--- config.mk ---
export PLATFORM = sky130hd
export DESIGN_NAME = srsq_sequencer
export DESIGN_NICKNAME = d
export VERILOG_FILES = /design/src/design/srsq_pkg.sv /design/src/design/srsq_sequencer.sv /design/src/design/srsq_timer.sv
export SDC_FILE = /design/constraint.sdc
export NUM_CORES = 1
export LEC_CHECK = 0
export BUFFER_PORTS_ARGS = -buffer_cell sky130_fd_sc_hd__buf_2
export CORE_MARGIN = 4
export CORE_UTILIZATION = 35
export DETAILED_ROUTE_END_ITERATION = 8
export PLACE_DENSITY_LB_ADDON = 0.1
export SYNTH_ARGS = -nofsm -noshare
export SYNTH_HDL_FRONTEND = slang
export SYNTH_HIERARCHICAL = 1
export SYNTH_SLANG_ARGS = --single-unit
export TNS_END_PERCENT = 5
--- constraint.sdc ---
create_clock -name ref_clk -period 2.4 [get_ports ref_clk]
set_input_delay 0.24 -clock ref_clk [delete_from_list [all_inputs] [get_ports ref_clk]]
set_output_delay 0.24 -clock ref_clk [all_outputs]
set_load 0.1 [all_outputs]
--- src/design/srsq_pkg.sv ---
// constants, state codes and timing figures for the switch reset sequencer
// assumes a single 200 MHz core clock; this file needs no other file
package srsq_pkg;

  // core clock rate, in kHz, so that ms figures turn into cycles directly
  localparam int unsigned CLK_KHZ = 200000;

  // longest times after a reset condition clears, in ms
  localparam int unsigned TRAIN_LIMIT_MS = 20;
  localparam int unsigned RETRY_LIMIT_MS = 100;

  // longest times round down; ms times kHz is already whole
  localparam int unsigned TRAIN_LIMIT_CYC = TRAIN_LIMIT_MS * CLK_KHZ;
  localparam int unsigned RETRY_LIMIT_CYC = RETRY_LIMIT_MS * CLK_KHZ;

  // timer counter width, wide enough for the 100 ms window
  localparam int TMR_W = 25;

  // downstream ports behind the switch
  localparam int DS_PORTS = 5;

  // operating mode strap codes; every other code is reserved
  localparam logic [3:0] MODE_NORMAL = 4'h0;
  localparam logic [3:0] MODE_EEPROM = 4'h1;

  // field widths
  localparam int MODE_W = 4;
  localparam int SLV_ADDR_W = 4;
  localparam int ERR_W = 4;

  // values after reset
  localparam logic [3:0] MODE_RST = 4'h0;
  localparam logic [3:0] SLV_ADDR_RST = 4'h0;
  localparam logic [3:0] ERR_RST = 4'h0;

  // master smbus rate select: high picks the slow 100 kHz rate
  localparam logic MSMB_RATE_100K = 1'b1;
  localparam logic MSMB_RATE_400K = 1'b0;

  // sequencer states
  typedef enum logic [3:0] {
    S_HOLD  = 4'h0, // fundamental reset held, waiting for release
    S_PLL   = 4'h1, // pll and serdes start-up
    S_TRAIN = 4'h2, // stacks released into quasi-reset, training on
    S_SLV   = 4'h3, // slave smbus released
    S_MST   = 4'h4, // master smbus released
    S_EE    = 4'h5, // serial eeprom load
    S_CHK   = 4'h6, // decide halt or run
    S_HALT  = 4'h7, // reset halt, core held; smbus, registers and training stacks in quasi-reset alive
    S_NORM  = 4'h8, // normal operation
    S_HOT   = 4'h9  // hot reset pulse
  } srsq_state_type;

endpackage

--- src/design/srsq_sequencer.sv ---
// reset sequencer for a multi-port pcie switch: fundamental, hot and
// secondary bus resets, boot strap capture, smbus and eeprom bring-up
// assumes all inputs synchronous to ref_clk; request inputs are pulses
`timescale 1ns/1ps
`default_nettype none
module srsq_sequencer #(
  parameter int unsigned TRAIN_CYCLES = srsq_pkg::TRAIN_LIMIT_CYC,
  parameter int unsigned RETRY_CYCLES = srsq_pkg::RETRY_LIMIT_CYC
) (
  input wire logic ref_clk,
  input wire logic resetn,
  input wire logic fundamental_reset_n,
  input wire logic warm_reset_request,
  input wire logic hot_reset_request,
  input wire logic [3:0] operating_mode_strap,
  input wire logic master_smbus_slow_strap,
  input wire logic [3:0] slave_smbus_addr_strap,
  input wire logic reset_halt_pin,
  input wire logic pll_lock,
  input wire logic stack_ready,
  input wire logic ts1_hot_reset_rx,
  input wire logic upstream_dl_down,
  input wire logic link_down_hot_reset_disable,
  input wire logic hot_reset_eeprom_load_disable,
  input wire logic eeprom_load_finish,
  input wire logic eeprom_load_error,
  input wire logic [3:0] eeprom_error_code,
  input wire logic reset_halt_clear,
  input wire logic upstream_sbr_bit,
  input wire logic [4:0] ds_sbr_bit,
  input wire logic [4:0] ds_link_up,
  output logic write_cpl_r,
  output logic [3:0] latched_mode_r,
  output logic pll_init_r,
  output logic stack_reset_n_r,
  output logic quasi_reset_r,
  output logic cfg_retry_r,
  output logic links_train_r,
  output logic core_reset_n_r,
  output logic nonsticky_clear_r,
  output logic regs_in_reset_r,
  output logic gpio_force_input_r,
  output logic slave_smbus_rst_n_r,
  output logic [3:0] slave_smbus_addr_r,
  output logic master_smbus_rst_n_r,
  output logic master_smbus_slow_r,
  output logic eeprom_load_start_r,
  output logic eeprom_load_done_r,
  output logic [3:0] eeprom_err_code_r,
  output logic reset_halt_ctl_r,
  output logic reset_halt_flag_r,
  output logic normal_op_r,
  output logic [4:0] ds_hot_ts1_r,
  output logic [4:0] ds_tlp_flush_r,
  output logic [4:0] ds_port_reset_r,
  output logic [4:0] ds_secondary_ur_r,
  output logic us_secondary_ur_r
);

  srsq_pkg::srsq_state_type state_r, state_nxt;
  logic pin_cause_r;
  logic hot_path_r;
  logic slow_vec_r;
  logic [3:0] addr_vec_r;
  logic halt_vec_r;
  logic warm_pend_r;
  logic hot_pend_r;
  logic sw_window;
  logic hot_ev;
  logic ee_needed;
  logic tmr_start;
  logic train_exp;
  logic retry_exp;
  logic stack_live;
  logic [4:0] ds_sbr_prev_r;

  // software reaches the control register only once logic is running
  assign sw_window = (state_r == srsq_pkg::S_NORM) ||
                     (state_r == srsq_pkg::S_HALT);
  assign hot_ev = ts1_hot_reset_rx ||
                  (upstream_dl_down && !link_down_hot_reset_disable);
  // reserved modes behave as plain normal mode
  assign ee_needed = (latched_mode_r == srsq_pkg::MODE_EEPROM) &&
                     (!hot_path_r || !hot_reset_eeprom_load_disable);
  // both windows open when the reset condition clears
  assign tmr_start = ((state_r == srsq_pkg::S_HOLD) ||
                      (state_r == srsq_pkg::S_HOT)) &&
                     (state_nxt != state_r);
  assign stack_live = (state_nxt == srsq_pkg::S_TRAIN) ||
                      (state_nxt == srsq_pkg::S_SLV) ||
                      (state_nxt == srsq_pkg::S_MST) ||
                      (state_nxt == srsq_pkg::S_EE) ||
                      (state_nxt == srsq_pkg::S_CHK) ||
                      (state_nxt == srsq_pkg::S_HALT) ||
                      (state_nxt == srsq_pkg::S_NORM);

  srsq_timer #(.CYCLES(TRAIN_CYCLES)) train_tmr (
    .ref_clk(ref_clk),
    .resetn(resetn),
    .start(tmr_start),
    .expired_r(train_exp)
  );

  srsq_timer #(.CYCLES(RETRY_CYCLES)) retry_tmr (
    .ref_clk(ref_clk),
    .resetn(resetn),
    .start(tmr_start),
    .expired_r(retry_exp)
  );

  // next state; the pin outranks everything, then a completed write
  always_comb begin
    state_nxt = state_r;
    case (state_r)
      srsq_pkg::S_HOLD: begin
        if (fundamental_reset_n) state_nxt = srsq_pkg::S_PLL;
      end
      srsq_pkg::S_PLL: begin
        // a slow pll must not push training past its deadline
        if (pll_lock || train_exp) state_nxt = srsq_pkg::S_TRAIN;
      end
      srsq_pkg::S_TRAIN: begin
        if (!hot_path_r) state_nxt = srsq_pkg::S_SLV;
        else if (ee_needed) state_nxt = srsq_pkg::S_EE;
        else state_nxt = srsq_pkg::S_CHK;
      end
      srsq_pkg::S_SLV: state_nxt = srsq_pkg::S_MST;
      srsq_pkg::S_MST: begin
        if (ee_needed) state_nxt = srsq_pkg::S_EE;
        else state_nxt = srsq_pkg::S_CHK;
      end
      srsq_pkg::S_EE: begin
        if (eeprom_load_finish || eeprom_load_error) begin
          state_nxt = srsq_pkg::S_CHK;
        end
      end
      srsq_pkg::S_CHK: begin
        if (reset_halt_ctl_r) state_nxt = srsq_pkg::S_HALT;
        else state_nxt = srsq_pkg::S_NORM;
      end
      srsq_pkg::S_HALT: begin
        if (!reset_halt_ctl_r) state_nxt = srsq_pkg::S_NORM;
      end
      srsq_pkg::S_NORM: state_nxt = srsq_pkg::S_NORM;
      srsq_pkg::S_HOT: state_nxt = srsq_pkg::S_TRAIN;
      default: state_nxt = srsq_pkg::S_HOLD;
    endcase
    if (write_cpl_r && warm_pend_r) begin
      state_nxt = srsq_pkg::S_HOLD;
    end else if ((write_cpl_r && hot_pend_r) || (hot_ev && sw_window)) begin
      state_nxt = srsq_pkg::S_HOT;
    end
    if (!fundamental_reset_n) state_nxt = srsq_pkg::S_HOLD;
  end

  // state register; power-on lands in the held fundamental reset
  always_ff @(posedge ref_clk or negedge resetn) begin
    if (!resetn) state_r <= srsq_pkg::S_HOLD;
    else state_r <= state_nxt;
  end

  // remember why we are in fundamental reset; only the pin resamples
  always_ff @(posedge ref_clk or negedge resetn) begin
    if (!resetn) begin
      pin_cause_r <= 1'b1;
      hot_path_r <= 1'b0;
    end else begin
      if (!fundamental_reset_n) pin_cause_r <= 1'b1;
      else if (state_r == srsq_pkg::S_PLL) pin_cause_r <= 1'b0;
      if (state_nxt == srsq_pkg::S_HOT) hot_path_r <= 1'b1;
      else if (state_nxt == srsq_pkg::S_HOLD) hot_path_r <= 1'b0;
    end
  end

  // boot vector capture on release of the pin, kept for software resets
  always_ff @(posedge ref_clk or negedge resetn) begin
    if (!resetn) begin
      latched_mode_r <= srsq_pkg::MODE_RST;
      slow_vec_r <= srsq_pkg::MSMB_RATE_400K;
      addr_vec_r <= srsq_pkg::SLV_ADDR_RST;
      halt_vec_r <= 1'b0;
    end else if ((state_r == srsq_pkg::S_HOLD) && fundamental_reset_n &&
                 pin_cause_r) begin
      latched_mode_r <= operating_mode_strap;
      slow_vec_r <= master_smbus_slow_strap;
      addr_vec_r <= slave_smbus_addr_strap;
      halt_vec_r <= reset_halt_pin;
    end
  end

  // reset-causing writes: answer first, reset on the following cycle
  always_ff @(posedge ref_clk or negedge resetn) begin
    if (!resetn) begin
      write_cpl_r <= 1'b0;
      warm_pend_r <= 1'b0;
      hot_pend_r <= 1'b0;
    end else begin
      write_cpl_r <= sw_window && (warm_reset_request || hot_reset_request);
      warm_pend_r <= sw_window && warm_reset_request;
      hot_pend_r <= sw_window && hot_reset_request && !warm_reset_request;
    end
  end

  // reset fan-out to the core, stacks and plls
  always_ff @(posedge ref_clk or negedge resetn) begin
    if (!resetn) begin
      pll_init_r <= 1'b0;
      stack_reset_n_r <= 1'b0;
      quasi_reset_r <= 1'b0;
      links_train_r <= 1'b0;
      core_reset_n_r <= 1'b0;
      normal_op_r <= 1'b0;
      nonsticky_clear_r <= 1'b0;
      regs_in_reset_r <= 1'b1;
      gpio_force_input_r <= 1'b1;
    end else begin
      pll_init_r <= (state_nxt == srsq_pkg::S_PLL);
      stack_reset_n_r <= stack_live;
      quasi_reset_r <= stack_live && (state_nxt != srsq_pkg::S_NORM);
      links_train_r <= stack_live;
      core_reset_n_r <= (state_nxt == srsq_pkg::S_NORM);
      normal_op_r <= (state_nxt == srsq_pkg::S_NORM);
      nonsticky_clear_r <= (state_nxt == srsq_pkg::S_HOT);
      // register file reachable again once the stacks come back
      regs_in_reset_r <= !stack_live;
      gpio_force_input_r <= (state_nxt == srsq_pkg::S_HOLD);
    end
  end

  // config retry answers open on stack readiness, at the latest at 100 ms
  always_ff @(posedge ref_clk or negedge resetn) begin
    if (!resetn) cfg_retry_r <= 1'b0;
    else cfg_retry_r <= stack_live && (state_nxt != srsq_pkg::S_NORM) &&
                        (cfg_retry_r || stack_ready || retry_exp);
  end

  // smbus bring-up; hot reset leaves both interfaces running
  always_ff @(posedge ref_clk or negedge resetn) begin
    if (!resetn) begin
      slave_smbus_rst_n_r <= 1'b0;
      slave_smbus_addr_r <= srsq_pkg::SLV_ADDR_RST;
      master_smbus_rst_n_r <= 1'b0;
      master_smbus_slow_r <= srsq_pkg::MSMB_RATE_400K;
    end else if (state_nxt == srsq_pkg::S_HOLD) begin
      slave_smbus_rst_n_r <= 1'b0;
      master_smbus_rst_n_r <= 1'b0;
    end else begin
      if (state_nxt == srsq_pkg::S_SLV) begin
        slave_smbus_rst_n_r <= 1'b1;
        slave_smbus_addr_r <= addr_vec_r;
      end
      if ((state_nxt == srsq_pkg::S_MST) && slave_smbus_rst_n_r) begin
        master_smbus_rst_n_r <= 1'b1;
        master_smbus_slow_r <= slow_vec_r ? srsq_pkg::MSMB_RATE_100K :
                               srsq_pkg::MSMB_RATE_400K;
      end
    end
  end

  // eeprom load handshake; done also covers an aborted load
  always_ff @(posedge ref_clk or negedge resetn) begin
    if (!resetn) begin
      eeprom_load_start_r <= 1'b0;
      eeprom_load_done_r <= 1'b0;
      eeprom_err_code_r <= srsq_pkg::ERR_RST;
    end else begin
      eeprom_load_start_r <= (state_r != srsq_pkg::S_EE) &&
                             (state_nxt == srsq_pkg::S_EE);
      if ((state_r != srsq_pkg::S_EE) && (state_nxt == srsq_pkg::S_EE)) begin
        eeprom_load_done_r <= 1'b0;
      end else if ((state_r == srsq_pkg::S_EE) &&
                   (eeprom_load_finish || eeprom_load_error)) begin
        eeprom_load_done_r <= 1'b1;
      end
      if ((state_r == srsq_pkg::S_EE) && eeprom_load_error) begin
        eeprom_err_code_r <= eeprom_error_code;
      end
    end
  end

  // halt control and status; a set in the clearing cycle wins
  always_ff @(posedge ref_clk or negedge resetn) begin
    if (!resetn) begin
      reset_halt_ctl_r <= 1'b0;
      reset_halt_flag_r <= 1'b0;
    end else begin
      if ((state_r == srsq_pkg::S_TRAIN) && !hot_path_r && halt_vec_r) begin
        reset_halt_ctl_r <= 1'b1;
        reset_halt_flag_r <= 1'b1;
      end else if ((state_r == srsq_pkg::S_EE) && eeprom_load_error) begin
        reset_halt_ctl_r <= 1'b1;
      end else if ((state_nxt == srsq_pkg::S_HOLD) ||
                   (state_nxt == srsq_pkg::S_HOT)) begin
        reset_halt_ctl_r <= 1'b0;
        if (state_nxt == srsq_pkg::S_HOLD) reset_halt_flag_r <= 1'b0;
      end else if (reset_halt_clear) begin
        reset_halt_ctl_r <= 1'b0;
      end
    end
  end

  // upstream secondary reset: the upstream port itself stays up
  always_ff @(posedge ref_clk or negedge resetn) begin
    if (!resetn) begin
      us_secondary_ur_r <= 1'b0;
    end else begin
      us_secondary_ur_r <= upstream_sbr_bit && normal_op_r;
    end
  end

  // per-port secondary resets; a hot reset hits every linked port
  genvar gi;
  generate
    for (gi = 0; gi < srsq_pkg::DS_PORTS; gi++) begin : g_port
      logic sbr_now;
      logic sbr_rise;
      assign sbr_now = normal_op_r && (ds_sbr_bit[gi] || upstream_sbr_bit);
      assign sbr_rise = sbr_now && !ds_sbr_prev_r[gi];
      always_ff @(posedge ref_clk or negedge resetn) begin
        if (!resetn) begin
          ds_sbr_prev_r[gi] <= 1'b0;
          ds_hot_ts1_r[gi] <= 1'b0;
          ds_tlp_flush_r[gi] <= 1'b0;
          ds_port_reset_r[gi] <= 1'b0;
          ds_secondary_ur_r[gi] <= 1'b0;
        end else begin
          ds_sbr_prev_r[gi] <= sbr_now;
          ds_hot_ts1_r[gi] <= ds_link_up[gi] &&
                              (sbr_rise || (state_nxt == srsq_pkg::S_HOT));
          ds_tlp_flush_r[gi] <= sbr_rise;
          // graceful port reset lasts until software clears the bit
          ds_port_reset_r[gi] <= sbr_now;
          ds_secondary_ur_r[gi] <= normal_op_r && ds_sbr_bit[gi];
        end
      end
    end
  endgenerate
endmodule // srsq_sequencer
`default_nettype wire

--- src/design/srsq_timer.sv ---
// one-shot down-counter that flags expiry of a fixed window
// assumes start is a one-cycle pulse; a new start restarts the window
`timescale 1ns/1ps
`default_nettype none
module srsq_timer #(
  parameter int unsigned CYCLES = 16
) (
  input wire logic ref_clk,
  input wire logic resetn,
  input wire logic start,
  output logic expired_r
);

  logic [srsq_pkg::TMR_W-1:0] count_r;
  logic armed_r;

  // count down from one less than the window length; expiry holds until restart
  always_ff @(posedge ref_clk or negedge resetn) begin
    if (!resetn) begin
      count_r <= '0;
      armed_r <= 1'b0;
      expired_r <= 1'b0;
    end else if (start) begin
      count_r <= srsq_pkg::TMR_W'(CYCLES - 1);
      armed_r <= 1'b1;
      expired_r <= 1'b0;
    end else if (armed_r) begin
      if (count_r == '0) begin
        armed_r <= 1'b0;
        expired_r <= 1'b1;
      end else begin
        count_r <= count_r - 1'b1;
      end
    end
  end

endmodule // srsq_timer
`default_nettype wire

==> results by group, run 1 <==
Min path
  – Worst Hold Class: in2reg

Synth
  – Cell count after synthesis: 495
  – Seq/Total Area, Yosys: 0.529
  – Synthesized area per cell: 11.2 um2
  – EDFF count, synth: 0
  – Post-synthesis cell area: roughly 0.0055 mm2
  – Asr flop ratio synth: 1.00
  – #FFs+latches synth: roughly 120
  – Synth cell types: 76
  – Most used DFF post-synth: dfrtp_1
  – Mapped Nets: between 500 and 600
  – Yosys warns: 6

Global route
  – Vias in the first global route: between 4,000 and 5,000
  – GRT Total Usage: 0.149
  – Largest net degree at the start of global routing: 57
  – Gr ovfl total: 0
  – Initial antenna violation count: 0
  – Global-route wire length before repair: 21,600 um

Drt
  – Vias: roughly 4,300
  – WL/cell: ~14 um
  – Drt first-iter violations: about 190
  – Post-Route WL: 12,500 um
  – Drt drc: 0
  – Post-DRT Antenna Nets: 0
  – Detailed Routing Iterations Pass 1: 4
  – Routed vias/inst: 4.90

Status
  – Failing checks: setup timing
  – Status: complete, but fails checks

Critical path
  – CP Max Fanout: 5
  – Critical path arrival: 2.76 ns
  – Endpoint class of the critical path: flop
  – Critical path type: reg2reg
  – Worst Setup Start Kind: flop
  – CP required: approximately 2.7 ns

Final layout
  – Post-layout util: 0.473
  – Share of layout cells above drive strength 1: 0.387
  – NumNets Final: 687
  – Area grow syn2layout: 31.2%
  – Final instance area: roughly 0.0073 mm2
  – Diodes inserted: 0

Die
  – Cell Rows: 45
  – Die Ht: roughly 130 um
  – Die Span X: about 130 um
  – Ports: 90
  – Core area: approximately 0.015 mm2
  – Initial Util: 0.361
  – Die area: about 0.018 mm2

Timing
  – Normalized max-slew margin: 0.510
  – Fin crit period: 2.47 ns
  – Max Freq: slightly above 0.4 GHz
  – Pins Over Slew Limit: 0
  – Final period utilization: 1.03
  – # setup viols final: 1
  – Fin Hold WS: about 0.023 ns
  – Fin. Hold Viols: 0
  – Least-Margin Pin Slew: between 0.7 and 0.8 ns
  – RSZ-0062 raised after global routing: true
  – Final WS setup: -0.0682 ns
  – Worst Skew: between 0.009 and 0.01 ns

Pwr
  – Pwr/cell area: 998 mW/mm2
  – Total power: 7260 uW
  – VDD IR max: 0.000915 V
  – LEAKAGE: ~0.0032 uW

Run
  – Max_cap viols: 0

Clocking
  – Clk buf depth: 2
  – Cts bufs inserted: 17
  – CTS H-tree lvls: 4
  – Clk_lat worst skew: around 0.42 ns
  – Clock sinks: roughly 120
  – Clk slew on worst S/H paths: around 0.060 ns
  – CTS tree: yes
  – Clk Tree Root Cell: clkbuf_16
  – Number of setup buffers added after CTS: 0

Placed design
  – Port bufs: just under 90
  – Post-Place Setup Slack: -0.0738 ns
  – Dpl cell area: about 0.0066 mm2
  – Final GP Congestion: 0.755
  – DP HPWL: 8950 um
## Yosys cell counts (4+ instances only)
master	number	area [um2]
dfrtp_1	114	2850
nor2_1	47	176
nand2_1	22	82.6
o21ai_0	19	95.1
a21oi_1	18	90.1
xor2_1	16	140
mux2_2	15	169
nor2b_1	15	93.8
nor3_1	15	75.1
nand2b_1	12	75.1
or3_1	12	75.1
nand3_1	11	55.1
nor4_1	11	68.8
or2_2	11	68.8
inv_1	10	37.5
clkbuf_1	8	30.0
nand4_1	8	50.1
and2_1	6	37.5
mux2i_1	6	60.1
o21a_1	6	45.0
or4_1	6	45.0
xnor2_1	6	52.6
buf_2	5	25.0
ha_1	4	50.1
mux2_4	4	60.1
nand4b_1	4	35.0
nor3b_1	4	30.0
o31ai_1	4	30.0
## sequential cells by signal, summed over array words and instances, names as in the netlist, 4 cells and up
register / flops
retry_tmr/count_r: 25
train_tmr/count_r: 25
ds_hot_ts1_r: 5
ds_sbr_prev_r: 5
ds_secondary_ur_r: 5
ds_tlp_flush_r: 5
addr_vec_r: 4
eeprom_err_code_r: 4
latched_mode_r: 4
slave_smbus_addr_r: 4
state_r: 4
## stage by stage
| stage | setup TNS (ns) | instances |
|---|---|---|
| floorplan | -1.84 | 495 |
| finish | -0.0682 | 868 |
| global route | -0.494 | 868 |
| detailed placement | -0.0738 | 833 |
| CTS | -0.0714 | 868 |
| global placement | -0.0511 | 833 |
## critical path, stage by stage (launching register included)
cell	delay [ns]
dfrtp_1	0.38
or4_4	0.53
or4_4	0.43
or4_4	0.46
o31a_1	0.25
or3_1	0.30
## metal layers
layer | share of wire | GRT usage
met1 | 0.47 | 0.195
met5 | 0 | 0
met2 | 0.47 | 0.234
met3 | 0.044 | 0.0503
met4 | 0.014 | 0.0520
## final timing paths
kind / from / to / slack (ns) / depth (start not counted)
setup / recovery: retry_tmr/count_r[9] / retry_tmr/count_r[16] / -0.07 / 5
max in group asynchronous: resetn / regs_in_reset_r / 1.21 / 3
hold / removal: ds_link_up[1] / ds_hot_ts1_r[1] / 0.02 / 2
hold reg to reg: ds_sbr_prev_r[2] / ds_tlp_flush_r[2] / 0.43 / 1
setup reg to reg: retry_tmr/count_r[9] / retry_tmr/count_r[16] / -0.07 / 5
min in group asynchronous: resetn / quasi_reset_r / 0.44 / 2
## power by group
group	switching [uW]	internal, uW	total, uW
Combinational	1750	702	2450
Sequential	185	2280	2470
Clock	991	1350	2340
Total	2930	4330	7260
## cell families (layout without fill, tap and decap cells)
group | after synthesis | after routing | share of synthesized area
simple gates | 219 | 219 | 0.248
flops | 117 | 117 | 0.529
compound gates | 78 | 78 | 0.0996
buf+inv | 29 | 191 | 0.0255
mux | 26 | 26 | 0.0542
xor+xnor | 22 | 22 | 0.0348
fa+ha+maj | 4 | 4 | 0.00903
## layout by cell type, fill, tap and decap left out, drive strengths merged, types with 12 or more instances in the layout
master  instances
buf           145
dfrtp         114
nor2           49
o21ai          26
nand2          22
mux2           20
a21oi          18
clkbuf         18
nor3           18
inv            17
xor2           16
nor2b          16
nor4           14
nand2b         12
or3            12
nand3          12
## repair_timing
action / 4_1_cts / 5_1_grt
hold buffers: 3 / 0
pin swaps: 0 / 4
endpoints found under the setup margin: 1 / 26
resized for setup: 1 / 11
hold endpoints to repair: 53 / 0
gates cloned: 0 / 0
## final cells by class
type                            instances  area (um2)
Inverter                               11        41.3
Multi-Input combinational cell        349        2540
Tap cell                              211         264
Timing Repair Buffer                  148         935
Clock inverter                         14         120
Sequential cell                       117        2950
Fill cell                            1427        8100
Clock buffer                           18         429
(Power assumes the default switching activity.)
==> run 2, diff against run 1 <==
Clock period 2.4 ns to 2.46 ns, I/O delays scaled along.
==> run 2 against run 1 <==
  * The flow still finishes with violations (setup timing)
  * Fmax about the same
  * Register-to-register slack gained 0.06 ns
  * Clock power is 9.8% higher
  * Worst setup slack improved by 0.061 ns
  * Sequential share of layout area is 0.083 points higher
  * Utilization decreased by 0.057 points
  * Combinational power down 4%
  * First-iteration DRC count is 13% lower
  * Worst hold slack gained 0.0033 ns
  * Critical path type unchanged
==> results by group, run 2 (synthesized netlist as in run 1, its figures left out) <==
Min path
  – Worst Hold Class: in2reg (unchanged)
  – Hold Startpoint: reset_halt_clear (was ds_link_up[1])

Die
  – Die Span X: 134 um (unchanged)
  – Die area: 0.0179 mm2 (unchanged)
  – Die Ht: 134 um (unchanged)
  – Core area: 0.0154 mm2 (unchanged)
  – Ports: 90 (unchanged)
  – Initial Util: 0.361 (unchanged)
  – Cell Rows: 45 (unchanged)

Clocking
  – Cts bufs inserted: 17 (unchanged)
  – Clk Tree Root Cell: clkbuf_16 (unchanged)
  – Clock sinks: 117 (unchanged)
  – CTS tree: yes (unchanged)
  – Clk slew on worst S/H paths: 0.06 ns (about the same)
  – CTS H-tree lvls: 4 (unchanged)
  – Clk_lat worst skew: 0.41 ns (was 0.42 ns)
  – Clk buf depth: 2 (unchanged)

Status
  – Failing checks: setup timing (unchanged)
  – Status: complete, but fails checks (unchanged)

Timing
  – Max Freq: 0.405 GHz (about the same)
  – Final period utilization: 1.00 (was 1.03)
  – Fin. Hold Viols: 0 (unchanged)
  – Least-Margin Pin Slew: 0.482 ns (was 0.734 ns)
  – Fin crit period: 2.47 ns (about the same)
  – # setup viols final: 1 (unchanged)
  – Normalized max-slew margin: 0.676 (was 0.510)
  – Setup TNS: -0.00721 ns (was -0.0682 ns)
  – Final WS setup: -0.00721 ns (was -0.0682 ns)
  – Pins Over Slew Limit: 0 (unchanged)
  – Worst Skew: 0.00671 ns (was 0.00973 ns)
  – RSZ-0062 raised after global routing: true (unchanged)

Final layout
  – NumNets Final: 681 (was 687)
  – Area grow syn2layout: 31.1% (was 31.2%)
  – Most frequent cells in the layout: dfrtp_1 (106), buf_2 (88), buf_4 (48) (was dfrtp_1 (108), buf_2 (88), buf_4 (52))
  – Commonest non-fill, non-tap cell in the layout: dfrtp_1 (unchanged)
  – Layout filler cell count: 1,421 (was 1,427)
  – Post-layout util: 0.473 (about the same)
  – Biggest regs: retry_tmr/count_r (25), train_tmr/count_r (25) (unchanged)
  – Final instance area: 0.00726 mm2 (was 0.00727 mm2)
  – Share of layout cells above drive strength 1: 0.384 (was 0.387)
  – Final std cells w/o fill: 862 (was 868)
  – Diodes inserted: 0 (unchanged)

Critical path
  – CP Max Fanout: 5 (unchanged)
  – Worst Setup Start Kind: flop (unchanged)
  – FF-to-FF setup slack: -0.007 ns (was -0.07 ns)
  – Worst stage delay on the critical path: 0.54 ns (was 0.53 ns)
  – WP buf/inv: 0 (unchanged)
  – CP top delay family: simple AND/OR/NAND/NOR gates (unchanged)
  – Endpoint class of the critical path: flop (unchanged)
  – Crit-path most repeated cell: or4_4 (unchanged)
  – Critical path type: reg2reg (unchanged)
  – Crit path max-delay cell type: or4_4 (unchanged)
  – CP required: 2.75 ns (was 2.70 ns)
  – Worst Setup SP: retry_tmr/count_r[9] (unchanged)
  – Critical path arrival: 2.75 ns (was 2.76 ns)
  – Reg-to-reg startpoint: retry_tmr/count_r[9] (unchanged)
  – Critical-path cell list: or4_4 -> or4_4 -> or4_4 -> o31a_1 -> or3_1 (unchanged)

Drt
  – Post-Route WL: 12,600 um (was 12,500 um)
  – Drt drc: 0 (unchanged)
  – WL/cell: 14.6 um (was 14.4 um)
  – Drt first-iter violations: 164 (was 189)
  – Post-DRT Antenna Nets: 0 (unchanged)
  – Routed vias/inst: 4.92 (was 4.90)
  – Vias: 4,241 (was 4,253)
  – Detailed Routing Iterations Pass 1: 4 (unchanged)

Global route
  – Global-route wire length before repair: 22,100 um (was 21,600 um)
  – Vias in the first global route: 4,404 (was 4,428)
  – Gr ovfl total: 0 (unchanged)
  – Initial antenna violation count: 0 (unchanged)
  – Largest net degree at the start of global routing: 59 (was 57)
  – GRT Total Usage: 0.152 (was 0.149)

Pwr
  – LEAKAGE: 0.00324 uW (was 0.00325 uW)
  – VDD IR max: 0.000765 V (was 0.000915 V)
  – Pwr/cell area: 1010 mW/mm2 (was 998 mW/mm2)

Placed design
  – Port bufs: 89 (unchanged)
  – Placed Instances: 827 (was 833)
  – Final GP Congestion: 0.793 (was 0.755)
  – DP HPWL: 9000 um (was 8950 um)
  – Dpl cell area: 0.00658 mm2 (was 0.00663 mm2)

Run
  – Max_cap viols: 0 (unchanged)
-- run 2: cell types whose count changed in the layout (fill, tap and decap cells not counted), sizes merged --
cell,previous run,this run
buf,145,140
clkbuf,18,21
inv,17,12
bufinv,0,3
dlygate4sd3,3,2
clkinv,5,4
-- run 2: cell type report --
class / count / area, um2 / share of cell area
sequential: 117 / 2950 / 0.406
multi-input combinational: 349 / 2510 / 0.345
timing repair buffer: 142 / 883 / 0.122
clock buffer: 21 / 470 / 0.0648
tap: 211 / 264 / 0.0363
clock inverter: 11 / 149 / 0.0205
inverter: 11 / 41.3 / 0.00568
-- run 2: worst paths after layout --
path | cells past startpoint | end
worst max-delay path | 5 | retry_tmr/count_r[16]
worst min-delay path | 2 | reset_halt_ctl_r
worst max register to register | 5 | retry_tmr/count_r[16]
worst min register to register | 1 | ds_tlp_flush_r[2]
max in group asynchronous | 3 | gpio_force_input_r
min in group asynchronous | 2 | retry_tmr/count_r[1]
-- run 2: routing by layer --
layer / vias up / wire length, um / global-route usage
li1: 2066 / - / -
met1: 2094 / 5960 / 0.201
met2: 70 / 5950 / 0.237
met3: 11 / 509 / 0.0435
met4: 0 / 172 / 0.0566
met5: - / 0 / 0
-- run 2: stage by stage --
stage / power (uW) / hold slack [ns] / setup WS [ns]
6_report: 7340 / 0.0266 / -0.00721
5_1_grt: 7690 / 0.0199 / -0.105
4_1_cts: 7420 / 0.00858 / -0.0272
3_5_place_dp: 4810 / 0.240 / -0.0241
3_3_place_gp: 4780 / 0.234 / -0.0149
2_1_floorplan: 4240 / -0.0496 / -0.132
-- run 2: repair_timing --
action | in CTS | in global routing
hold buffers | 2 | 0
pin swaps | 0 | 1
hold endpoints to repair | 35 | 0
endpoints found under the setup margin | 1 | 24
gates resized for setup | 1 | 12
gates cloned | 0 | 0
buffers inserted | 0 | 1
-- run 2: worst reg2reg max path: stages (launching register included) --
cell and delay (ns):
dfrtp_1 0.39, or4_4 0.54, or4_4 0.43, or4_4 0.45, o31a_1 0.24, or3_1 0.30
-- run 2: power breakdown --
part | internal [uW] | leakage [uW] | switching, uW
Combinational | 656 | 0.00152 | 1700
Sequential | 2230 | 0.00143 | 182
Clock | 1680 | 0.000296 | 893
